`src/duart_defines.vh`:
```
// Purpose: constants for the dual channel register map
// Assumes: 3-bit register address, 8-bit data
// Notes:   offsets are register indices on the parallel bus
`ifndef DUART_DEFINES_VH
`define DUART_DEFINES_VH
`define DUART_ADDR_DATA            3'h0
`define DUART_ADDR_INT_EN          3'h1
`define DUART_ADDR_INT_STAT        3'h2
`define DUART_ADDR_LINE_CTL        3'h3
`define DUART_ADDR_MODEM_CTL       3'h4
`define DUART_ADDR_LINE_STAT       3'h5
`define DUART_ADDR_MODEM_STAT      3'h6
`define DUART_ADDR_SHARED7         3'h7
`define DUART_ENH_CODE             8'hbf
`define DUART_LINE_CTL_DLAB_BIT    7
`define DUART_FEAT_SWAP_BIT        6
`define DUART_ENH_FN_BIT           4
`define DUART_INT_EN_STD_MASK      8'h0f
`define DUART_FIFO_CTL_STD_MASK    8'hcf
`define DUART_MODEM_CTL_STD_MASK   8'h1f
`define DUART_INT_STAT_STD_MASK    8'hcf
`define DUART_MODEM_CTL_RSVD_MASK  8'hfb
`define DUART_MODE_SEL_RSVD_MASK   8'hfb
`define DUART_RESET_ZERO           8'h00
`define DUART_RESET_LINE_STAT      8'h60
`endif

```
`src/duart_chan.v`:
```
// Purpose: one channel register file with shared-address steering
// Assumes: one-cycle read and write strobes, synchronous to clock
// Notes:   receive data, status and levels come from the channel core
`timescale 1ns/100ps
`include "duart_defines.vh"
module duart_chan (
   input  wire       clock,
   input  wire       resetn,
   input  wire       sel,
   input  wire       rd,
   input  wire       wr,
   input  wire [2:0] addr,
   input  wire [7:0] wdata,
   input  wire [7:0] rx_holding,
   input  wire [7:0] interrupt_status,
   input  wire [7:0] line_status,
   input  wire [7:0] modem_status,
   input  wire [7:0] fifo_level_count,
   input  wire [7:0] feature_control,
   input  wire [7:0] enhanced_function,
   output reg  [7:0] rdata,
   output reg        rx_pop,
   output reg        tx_load,
   output reg  [7:0] tx_holding,
   output reg  [7:0] interrupt_enable,
   output reg  [7:0] fifo_control,
   output reg        fifo_write,
   output reg  [7:0] line_control,
   output reg  [7:0] modem_control,
   output reg  [7:0] scratch_pad,
   output reg  [7:0] enhanced_mode_select,
   output reg  [7:0] divisor_low
);
   // decoded selectors
   wire dlab  = line_control[`DUART_LINE_CTL_DLAB_BIT];
   wire enh   = (line_control == `DUART_ENH_CODE);
   wire swap  = feature_control[`DUART_FEAT_SWAP_BIT];
   wire efen  = enhanced_function[`DUART_ENH_FN_BIT];
   wire wr_ok = sel & wr;
   wire rd_ok = sel & rd;
   // enhanced bits masked unless enable bit set
   wire [7:0] int_en_m   = efen ? 8'hff : `DUART_INT_EN_STD_MASK;
   wire [7:0] fifo_ctl_m = efen ? 8'hff : `DUART_FIFO_CTL_STD_MASK;
   wire [7:0] mdm_ctl_m  = efen ? `DUART_MODEM_CTL_RSVD_MASK :
                       (`DUART_MODEM_CTL_STD_MASK &
                        `DUART_MODEM_CTL_RSVD_MASK);
   wire [7:0] int_st_m   = efen ? 8'hff : `DUART_INT_STAT_STD_MASK;

   // register writes; a write never touches the read-only twin
   always @(posedge clock) begin
      if (!resetn) begin
         tx_holding           <= `DUART_RESET_ZERO;
         interrupt_enable     <= `DUART_RESET_ZERO;
         fifo_control         <= `DUART_RESET_ZERO;
         line_control         <= `DUART_RESET_ZERO;
         modem_control        <= `DUART_RESET_ZERO;
         scratch_pad          <= `DUART_RESET_ZERO;
         enhanced_mode_select <= `DUART_RESET_ZERO;
         divisor_low          <= `DUART_RESET_ZERO;
         tx_load              <= 1'b0;
         fifo_write           <= 1'b0;
      end else begin
         tx_load    <= 1'b0;
         fifo_write <= 1'b0;
         if (wr_ok) begin
            case (addr)
               `DUART_ADDR_DATA: begin
                  if (dlab) begin
                     divisor_low <= wdata;
                  end else begin
                     tx_holding <= wdata;
                     tx_load    <= 1'b1;
                  end
               end
               `DUART_ADDR_INT_EN: begin
                  if (!dlab)
                     interrupt_enable <= wdata & int_en_m;
               end
               `DUART_ADDR_INT_STAT: begin
                  if (!enh) begin
                     fifo_control <= wdata & fifo_ctl_m;
                     fifo_write   <= 1'b1;
                  end
               end
               `DUART_ADDR_LINE_CTL: line_control <= wdata;
               `DUART_ADDR_MODEM_CTL: begin
                  if (!enh)
                     modem_control <= wdata & mdm_ctl_m;
               end
               `DUART_ADDR_SHARED7: begin
                  if (!enh && !swap)
                     scratch_pad <= wdata;
                  else if (!enh)
                     enhanced_mode_select <= wdata &
                        `DUART_MODE_SEL_RSVD_MASK;
               end
               default: ; // read-only addresses ignore writes
            endcase
         end
      end
   end

   // read mux; only the receive pop has a side effect
   always @(posedge clock) begin
      if (!resetn) begin
         rdata  <= `DUART_RESET_ZERO;
         rx_pop <= 1'b0;
      end else begin
         rx_pop <= 1'b0;
         if (rd_ok) begin
            case (addr)
               `DUART_ADDR_DATA: begin
                  if (dlab) begin
                     rdata <= divisor_low;
                  end else begin
                     rdata  <= rx_holding;
                     rx_pop <= 1'b1;
                  end
               end
               `DUART_ADDR_INT_EN:
                  rdata <= dlab ? `DUART_RESET_ZERO
                                : (interrupt_enable & int_en_m);
               `DUART_ADDR_INT_STAT:
                  rdata <= enh ? `DUART_RESET_ZERO
                               : (interrupt_status & int_st_m);
               `DUART_ADDR_LINE_CTL: rdata <= line_control;
               // gated like the write, the enhanced set owns it then
               `DUART_ADDR_MODEM_CTL:
                  rdata <= enh ? `DUART_RESET_ZERO
                               : (modem_control & mdm_ctl_m);
               `DUART_ADDR_LINE_STAT:
                  rdata <= enh ? `DUART_RESET_ZERO : line_status;
               `DUART_ADDR_MODEM_STAT: rdata <= modem_status;
               `DUART_ADDR_SHARED7: begin
                  if (enh)
                     rdata <= `DUART_RESET_ZERO;
                  else if (swap)
                     rdata <= fifo_level_count;
                  else
                     rdata <= scratch_pad;
               end
               default: rdata <= `DUART_RESET_ZERO;
            endcase
         end
      end
   end
endmodule // duart_chan

```
`src/duart_top.v`:
```
// Function
// - read addr 0 gives receive byte
// - write addr 0 loads transmit byte
// - addr 1 interrupt enable when dlab clear
// - addr 2 read gives interrupt status
// - addr 2 write loads fifo control
// - addr 3 line control read write
// - addr 4 modem control read write
// - addr 5 read gives line status
// - addr 6 read gives modem status
// - addr 7 scratch when swap bit clear
// - addr 7 write enhanced mode when swap
// - addr 7 read level count when swap
// - enhanced bits need enable bit set
// - two identical independent channel register maps
// - dlab set maps addr 0 divisor low
//
// Purpose: dual channel register front end on a parallel bus
// Assumes: strobes and selects synchronous to clock, active low
// Notes:   read and write strobes are edge detected to one pulse
`timescale 1ns/100ps
`include "duart_defines.vh"
module duart_top (
   input  wire        clock,
   input  wire        resetn,
   input  wire        chan_a_select_n,
   input  wire        chan_b_select_n,
   input  wire        read_n,
   input  wire        write_n,
   input  wire [2:0]  addr,
   input  wire [7:0]  wdata,
   input  wire [15:0] rx_holding,
   input  wire [15:0] interrupt_status,
   input  wire [15:0] line_status,
   input  wire [15:0] modem_status,
   input  wire [15:0] fifo_level_count,
   input  wire [15:0] feature_control,
   input  wire [15:0] enhanced_function,
   output reg  [7:0]  rdata,
   output wire [1:0]  rx_pop,
   output wire [1:0]  tx_load,
   output wire [15:0] tx_holding,
   output wire [15:0] interrupt_enable,
   output wire [15:0] fifo_control,
   output wire [1:0]  fifo_write,
   output wire [15:0] line_control,
   output wire [15:0] modem_control,
   output wire [15:0] scratch_pad,
   output wire [15:0] enhanced_mode_select,
   output wire [15:0] divisor_low
);
   reg         rd_d;      // delayed read strobe
   reg         wr_d;      // delayed write strobe
   reg         rd_pick_b; // channel b answered the last read
   wire [15:0] ch_rd;     // per channel read data
   wire        rd_p;      // read taken this cycle
   wire        wr_p;      // write taken this cycle

   assign rd_p = ~read_n & ~rd_d;
   assign wr_p = ~write_n & ~wr_d;

   // strobe history so an access counts once per assertion
   always @(posedge clock) begin
      if (!resetn) begin
         rd_d      <= 1'b0;
         wr_d      <= 1'b0;
         rd_pick_b <= 1'b0;
      end else begin
         rd_d <= ~read_n;
         wr_d <= ~write_n;
         // keep the answering channel, rdata must outlive the select
         if (rd_p && (~chan_a_select_n | ~chan_b_select_n))
            rd_pick_b <= chan_a_select_n;
      end
   end

   // one identical copy per channel
   genvar g;
   generate
      for (g = 0; g < 2; g = g + 1) begin : gch
         wire s = (g == 0) ? ~chan_a_select_n : ~chan_b_select_n;
         duart_chan u_ch (
            .clock                (clock),
            .resetn               (resetn),
            .sel                  (s),
            .rd                   (rd_p),
            .wr                   (wr_p),
            .addr                 (addr),
            .wdata                (wdata),
            .rx_holding           (rx_holding[g*8 +: 8]),
            .interrupt_status     (interrupt_status[g*8 +: 8]),
            .line_status          (line_status[g*8 +: 8]),
            .modem_status         (modem_status[g*8 +: 8]),
            .fifo_level_count     (fifo_level_count[g*8 +: 8]),
            .feature_control      (feature_control[g*8 +: 8]),
            .enhanced_function    (enhanced_function[g*8 +: 8]),
            .rdata                (ch_rd[g*8 +: 8]),
            .rx_pop               (rx_pop[g]),
            .tx_load              (tx_load[g]),
            .tx_holding           (tx_holding[g*8 +: 8]),
            .interrupt_enable     (interrupt_enable[g*8 +: 8]),
            .fifo_control         (fifo_control[g*8 +: 8]),
            .fifo_write           (fifo_write[g]),
            .line_control         (line_control[g*8 +: 8]),
            .modem_control        (modem_control[g*8 +: 8]),
            .scratch_pad          (scratch_pad[g*8 +: 8]),
            .enhanced_mode_select (enhanced_mode_select[g*8 +: 8]),
            .divisor_low          (divisor_low[g*8 +: 8])
         );
      end
   endgenerate

   // last read channel drives rdata; a wins if both selects are low
   always @* begin
      rdata = rd_pick_b ? ch_rd[15:8] : ch_rd[7:0];
   end
endmodule // duart_top

```
`config.mk`:
```
export PLATFORM = sky130hd
export DESIGN_NAME = duart_top
export DESIGN_NICKNAME = d
export VERILOG_FILES = /design/src/duart_chan.v /design/src/duart_top.v
export VERILOG_INCLUDE_DIRS = /design/src
export SDC_FILE = /design/constraint.sdc
export NUM_CORES = 1
export LEC_CHECK = 0
export BUFFER_PORTS_ARGS = -buffer_cell sky130_fd_sc_hd__buf_2
export CAP_MARGIN = 40
export CORE_ASPECT_RATIO = 0.5
export CORE_UTILIZATION = 28
export DETAILED_ROUTE_END_ITERATION = 10
export PLACE_DENSITY = 0.5
export SYNTH_ARGS = -nofsm -noshare
export SYNTH_HDL_FRONTEND = slang
export SYNTH_SLANG_ARGS = --single-unit
```
`constraint.sdc`:
```
create_clock -name clock -period 1.7 [get_ports clock]
set_input_delay 0.17 -clock clock [delete_from_list [all_inputs] [get_ports clock]]
set_output_delay 0.17 -clock clock [all_outputs]
set_load 0.01 [all_outputs]
```
==> run summary <==
For this block, the initial DRC count from the detailed router was 404. The residual DRC count was 0; the number of synthesized register bits was 149. In this run the number of H-tree levels came out at 4.

In this run the critical register-to-register path is captured at gch[0].u_ch.enhanced_mode_select[0]. STA puts the critical path data required time at 2.05 ns. The dominant synthesized flop cell was sky130_fd_sc_hd__dfxtp_1.

The sequential cell area came out at 2990 µm². The synthesized area divided by synthesized cell count came out at 9.00 µm². STA classifies the critical path startpoint as a flop.

For this block, wires on met1 add up to 13,100 µm. From left edge to right edge, the die measures 223 µm. Timing would allow up to 596 MHz. Setup repair after global routing could not meet its margin everywhere. The number of buffers created by CTS came out at 17. The congestion estimate from routability-driven global placement came to 0.872.

The post-synthesis mux area share works out to 0.206. After synthesis, the netlist uses 45 different library cells. The maximum VDD drop was 0.000480 V.

The worst setup path is of the reg2reg kind. The run gives 0 as the setup violation total in the final timing report. The highest routed metal layer is met4. The logic depth of the worst register-to-register path was 6. The routed wirelength normalized by instance count works out to 20.1 µm. Ranked by total cell area, the synthesized netlist is headed by sky130_fd_sc_hd__dfxtp_1, sky130_fd_sc_hd__mux2i_1, sky130_fd_sc_hd__nor2_1, sky130_fd_sc_hd__o21ai_0, sky130_fd_sc_hd__nand2_1.

The tools report the via count of the first global-routing pass as 6,409. After floorplanning, the core was divided into 40 placement rows. The final hold violation count came out at 0. The largest total area in the synthesized netlist belongs to sky130_fd_sc_hd__dfxtp_1. Summing every instance area after synthesis gives 6850 µm².

271 I/O pins were placed. The routed length on met3 is 1150 µm. Worst hold slack: 0.0285 ns. Between clock sinks in the finished design, the worst skew comes to 0.0110 ns. The minimum clock period after layout was 1.68 ns. The adder and majority gate portion of the synthesized area came out at 0. The startpoint identified for the worst register-to-register timing path is gch[0].u_ch.line_control[7]. The clock edge transition at the registers on the reported setup and hold paths was 0.06 ns. Worst hold-check path type: in2reg. In this run the worst setup path terminates at gch[0].u_ch.enhanced_mode_select[0]. The share of flip-flops with an asynchronous set or reset after synthesis was 0; the number of vias per cell after detailed routing was 4.87. The flop-to-flop setup slack was 0.02 ns.

STA classifies the critical path endpoint as a flop. The run gives 0 as the final-report max-slew violation count. The detailed router placed 6,643 vias in this run. The synthesized-area fraction occupied by xor and xnor cells came out at 0. The final layout contains routed wiring with a total length of 27,400 µm. Leftover overflow at the end of global routing: 0.

The vertical extent of the die came out at 113 µm. The tools report the residual antenna-violating net count after detailed routing as 0. The combinational family with the most area after synthesis was multiplexers.

The sum of met2 wire segment lengths after detailed routing is 12,700 µm. The headroom to the max-slew limit was 0.376; the die footprint was 25,100 µm². Input and output buffers added on the ports amount to 238. At the end of the flow, the number of nets in the layout was 1,164. For the register area share after synthesis, the log shows 0.435.

The number of instances in the synthesized netlist came out at 761. The library cells used most frequently in the layout, excluding fill and tap cells, are sky130_fd_sc_hd__buf_2, sky130_fd_sc_hd__dfxtp_1, sky130_fd_sc_hd__mux2i_1, sky130_fd_sc_hd__nor2_1. The area fraction of the dominant cell type after synthesis is 0.435.

Synthesized-area fraction occupied by ao, oa, aoi and oai cells: 0.137. TritonCTS built the clock tree. The run gives 0.285 as the effective utilization at floorplan. The most common library cell in the layout ignoring fill and taps was sky130_fd_sc_hd__buf_2. The design draws 0.00857 W.

Power density over the cells: 892 nW/µm². The multi-input combinational cells in the finished layout cover a total of 3570 µm². The logs give 40,100 µm for the global-route wire length before repair and 65 for the maximum number of pins on one net before global-route repair.

Counting along the longest clock path gives a buffer depth of 2. The number of antenna violations at the first check in global routing was 1; the worst path arrival time was 2.03 ns. The latest clock arrival within the worst-skew pair came out at 0.43 ns.

The count of flip-flops with a built-in enable after synthesis works out to 0. The critical path startpoint is gch[0].u_ch.line_control[7]. Number of clock sinks: 149. The tree is rooted in a sky130_fd_sc_hd__clkbuf_16. The layout has 2,453 filler cells.

The proportion of layout cells with a drive suffix above 1 works out to 0.363. Max-cap violations in this run came to 0. The flow ran to the end, and the final reports show no timing, DRC or antenna violations. The overall track demand over capacity in global routing came out at 0.217.

The HPWL after detailed placement is 20,500 µm, and the post-synthesis simple-gate area fraction is 0.167. The leakage power came out at 4.63 nW. The run gives 0 as the total number of yosys warnings. The share of the cycle needed by the critical path after routing came out at 0.988. For the final routed database, the setup TNS stands at 0 ns.

The number of optimization iterations in the first detailed-route pass was 4; the worst-margin pin slew was 0.934 ns. The post-synthesis to final-layout area growth is 40.2%, and the worst-path maximum fanout is 7. Core outline area: 24,000 µm².
## layout make-up
type / count / area share
multi-input combinational: 537 / 0.372
sequential: 149 / 0.311
timing repair buffer: 324 / 0.208
clock buffer: 19 / 0.0471
tap: 315 / 0.0410
clock inverter: 13 / 0.0188
inverter: 6 / 0.00234
antenna: 1 / 0.000260
## state kept, by name, summed over array words and instances (netlist names), 2 cells and up
signal and cells:
gch.u_ch.fifo_control 16, gch.u_ch.rx_pop 2, gch.u_ch.rdata 16, gch.u_ch.line_control 16
gch.u_ch.enhanced_mode_select 14, gch.u_ch.tx_load 2, gch.u_ch.modem_control 14, gch.u_ch.divisor_low 16
gch.u_ch.tx_holding 16, gch.u_ch.interrupt_enable 16, gch.u_ch.scratch_pad 16, gch.u_ch.fifo_write 2
## metal layers
layer | GRT usage | up-vias
met5 | 0 | -
met4 | 0.0579 | 0
met3 | 0.0416 | 27
met2 | 0.349 | 162
met1 | 0.298 | 3230
li1 | - | 3224
## synthesized netlist by cell type, types with 3 or more instances
cell type and n:
sky130_fd_sc_hd__a211oi_1 4, sky130_fd_sc_hd__a21oi_1 26, sky130_fd_sc_hd__a221oi_1 8, sky130_fd_sc_hd__a22o_1 16, sky130_fd_sc_hd__a31oi_1 14, sky130_fd_sc_hd__and2_1 15
sky130_fd_sc_hd__and3_1 9, sky130_fd_sc_hd__buf_1 3, sky130_fd_sc_hd__buf_2 14, sky130_fd_sc_hd__buf_4 11, sky130_fd_sc_hd__clkbuf_1 42, sky130_fd_sc_hd__dfxtp_1 149
sky130_fd_sc_hd__inv_1 6, sky130_fd_sc_hd__mux2_2 8, sky130_fd_sc_hd__mux2i_1 132, sky130_fd_sc_hd__nand2_1 65, sky130_fd_sc_hd__nand2b_1 3, sky130_fd_sc_hd__nand3_1 23
sky130_fd_sc_hd__nand4_1 4, sky130_fd_sc_hd__nor2_1 98, sky130_fd_sc_hd__nor3_1 4, sky130_fd_sc_hd__o21ai_0 56, sky130_fd_sc_hd__o21ai_1 6, sky130_fd_sc_hd__o2bb2ai_1 10
## kinds of logic (layout without fill, tap and decap cells)
group / after synthesis / in the layout
simple gates: 243 / 243
compound gates: 150 / 150
flops: 149 / 149
mux: 140 / 140
buf+inv: 78 / 362
other cells: 1 / 5
## power breakdown
part           switching [W]  internal (W)  leakage, nW  total, W
clock                0.00158       0.00253        0.305   0.00410
combinational       0.000517      0.000368         3.12  0.000884
sequential         0.0000396       0.00354         1.21   0.00358
total                0.00213       0.00644         4.63   0.00857
## repair_timing
item	in CTS	in global routing
setup buffers	1	2
setup endpoints to repair	33	48
hold buffers	6	0
hold endpoints to repair	6	0
gates resized for setup	3	20
gates cloned	0	1
pin swaps	2	5
## worst max-delay path: stages, from the launching register on
cell	delay, ns
sky130_fd_sc_hd__dfxtp_2	0.36
sky130_fd_sc_hd__buf_6	0.12
sky130_fd_sc_hd__nand4b_1	0.24
sky130_fd_sc_hd__or2_4	0.34
sky130_fd_sc_hd__nand4_1	0.17
sky130_fd_sc_hd__buf_12	0.16
sky130_fd_sc_hd__mux2i_1	0.19
## how the worst min path moves through the flow
stage / to / start / cells past startpoint
2_1_floorplan: rd_d / read_n / 1
3_3_place_gp: rd_d / read_n / 2
3_5_place_dp: rd_d / read_n / 2
4_1_cts: gch[1].u_ch.rdata[6] / interrupt_status[14] / 3
5_1_grt: gch[1].u_ch.rdata[6] / interrupt_status[14] / 3
6_report: gch[1].u_ch.rdata[6] / interrupt_status[14] / 3
## through the flow
| stage | utilization | cell area (µm²) | setup slack, ns | std cells |
|---|---|---|---|---|
| after detailed placement | 0.367 | 8810 | -0.112 | 1321 |
| after global placement | 0.367 | 8810 | -0.103 | 1321 |
| after global routing | 0.400 | 9610 | -0.0537 | 1364 |
| after floorplan | - | 6860 | 0.0418 | 764 |
| final | 0.400 | 9610 | 0.0212 | 1364 |
| after CTS | 0.396 | 9510 | 0.00330 | 1360 |
Note: power is estimated with default switching activity, not from simulation.
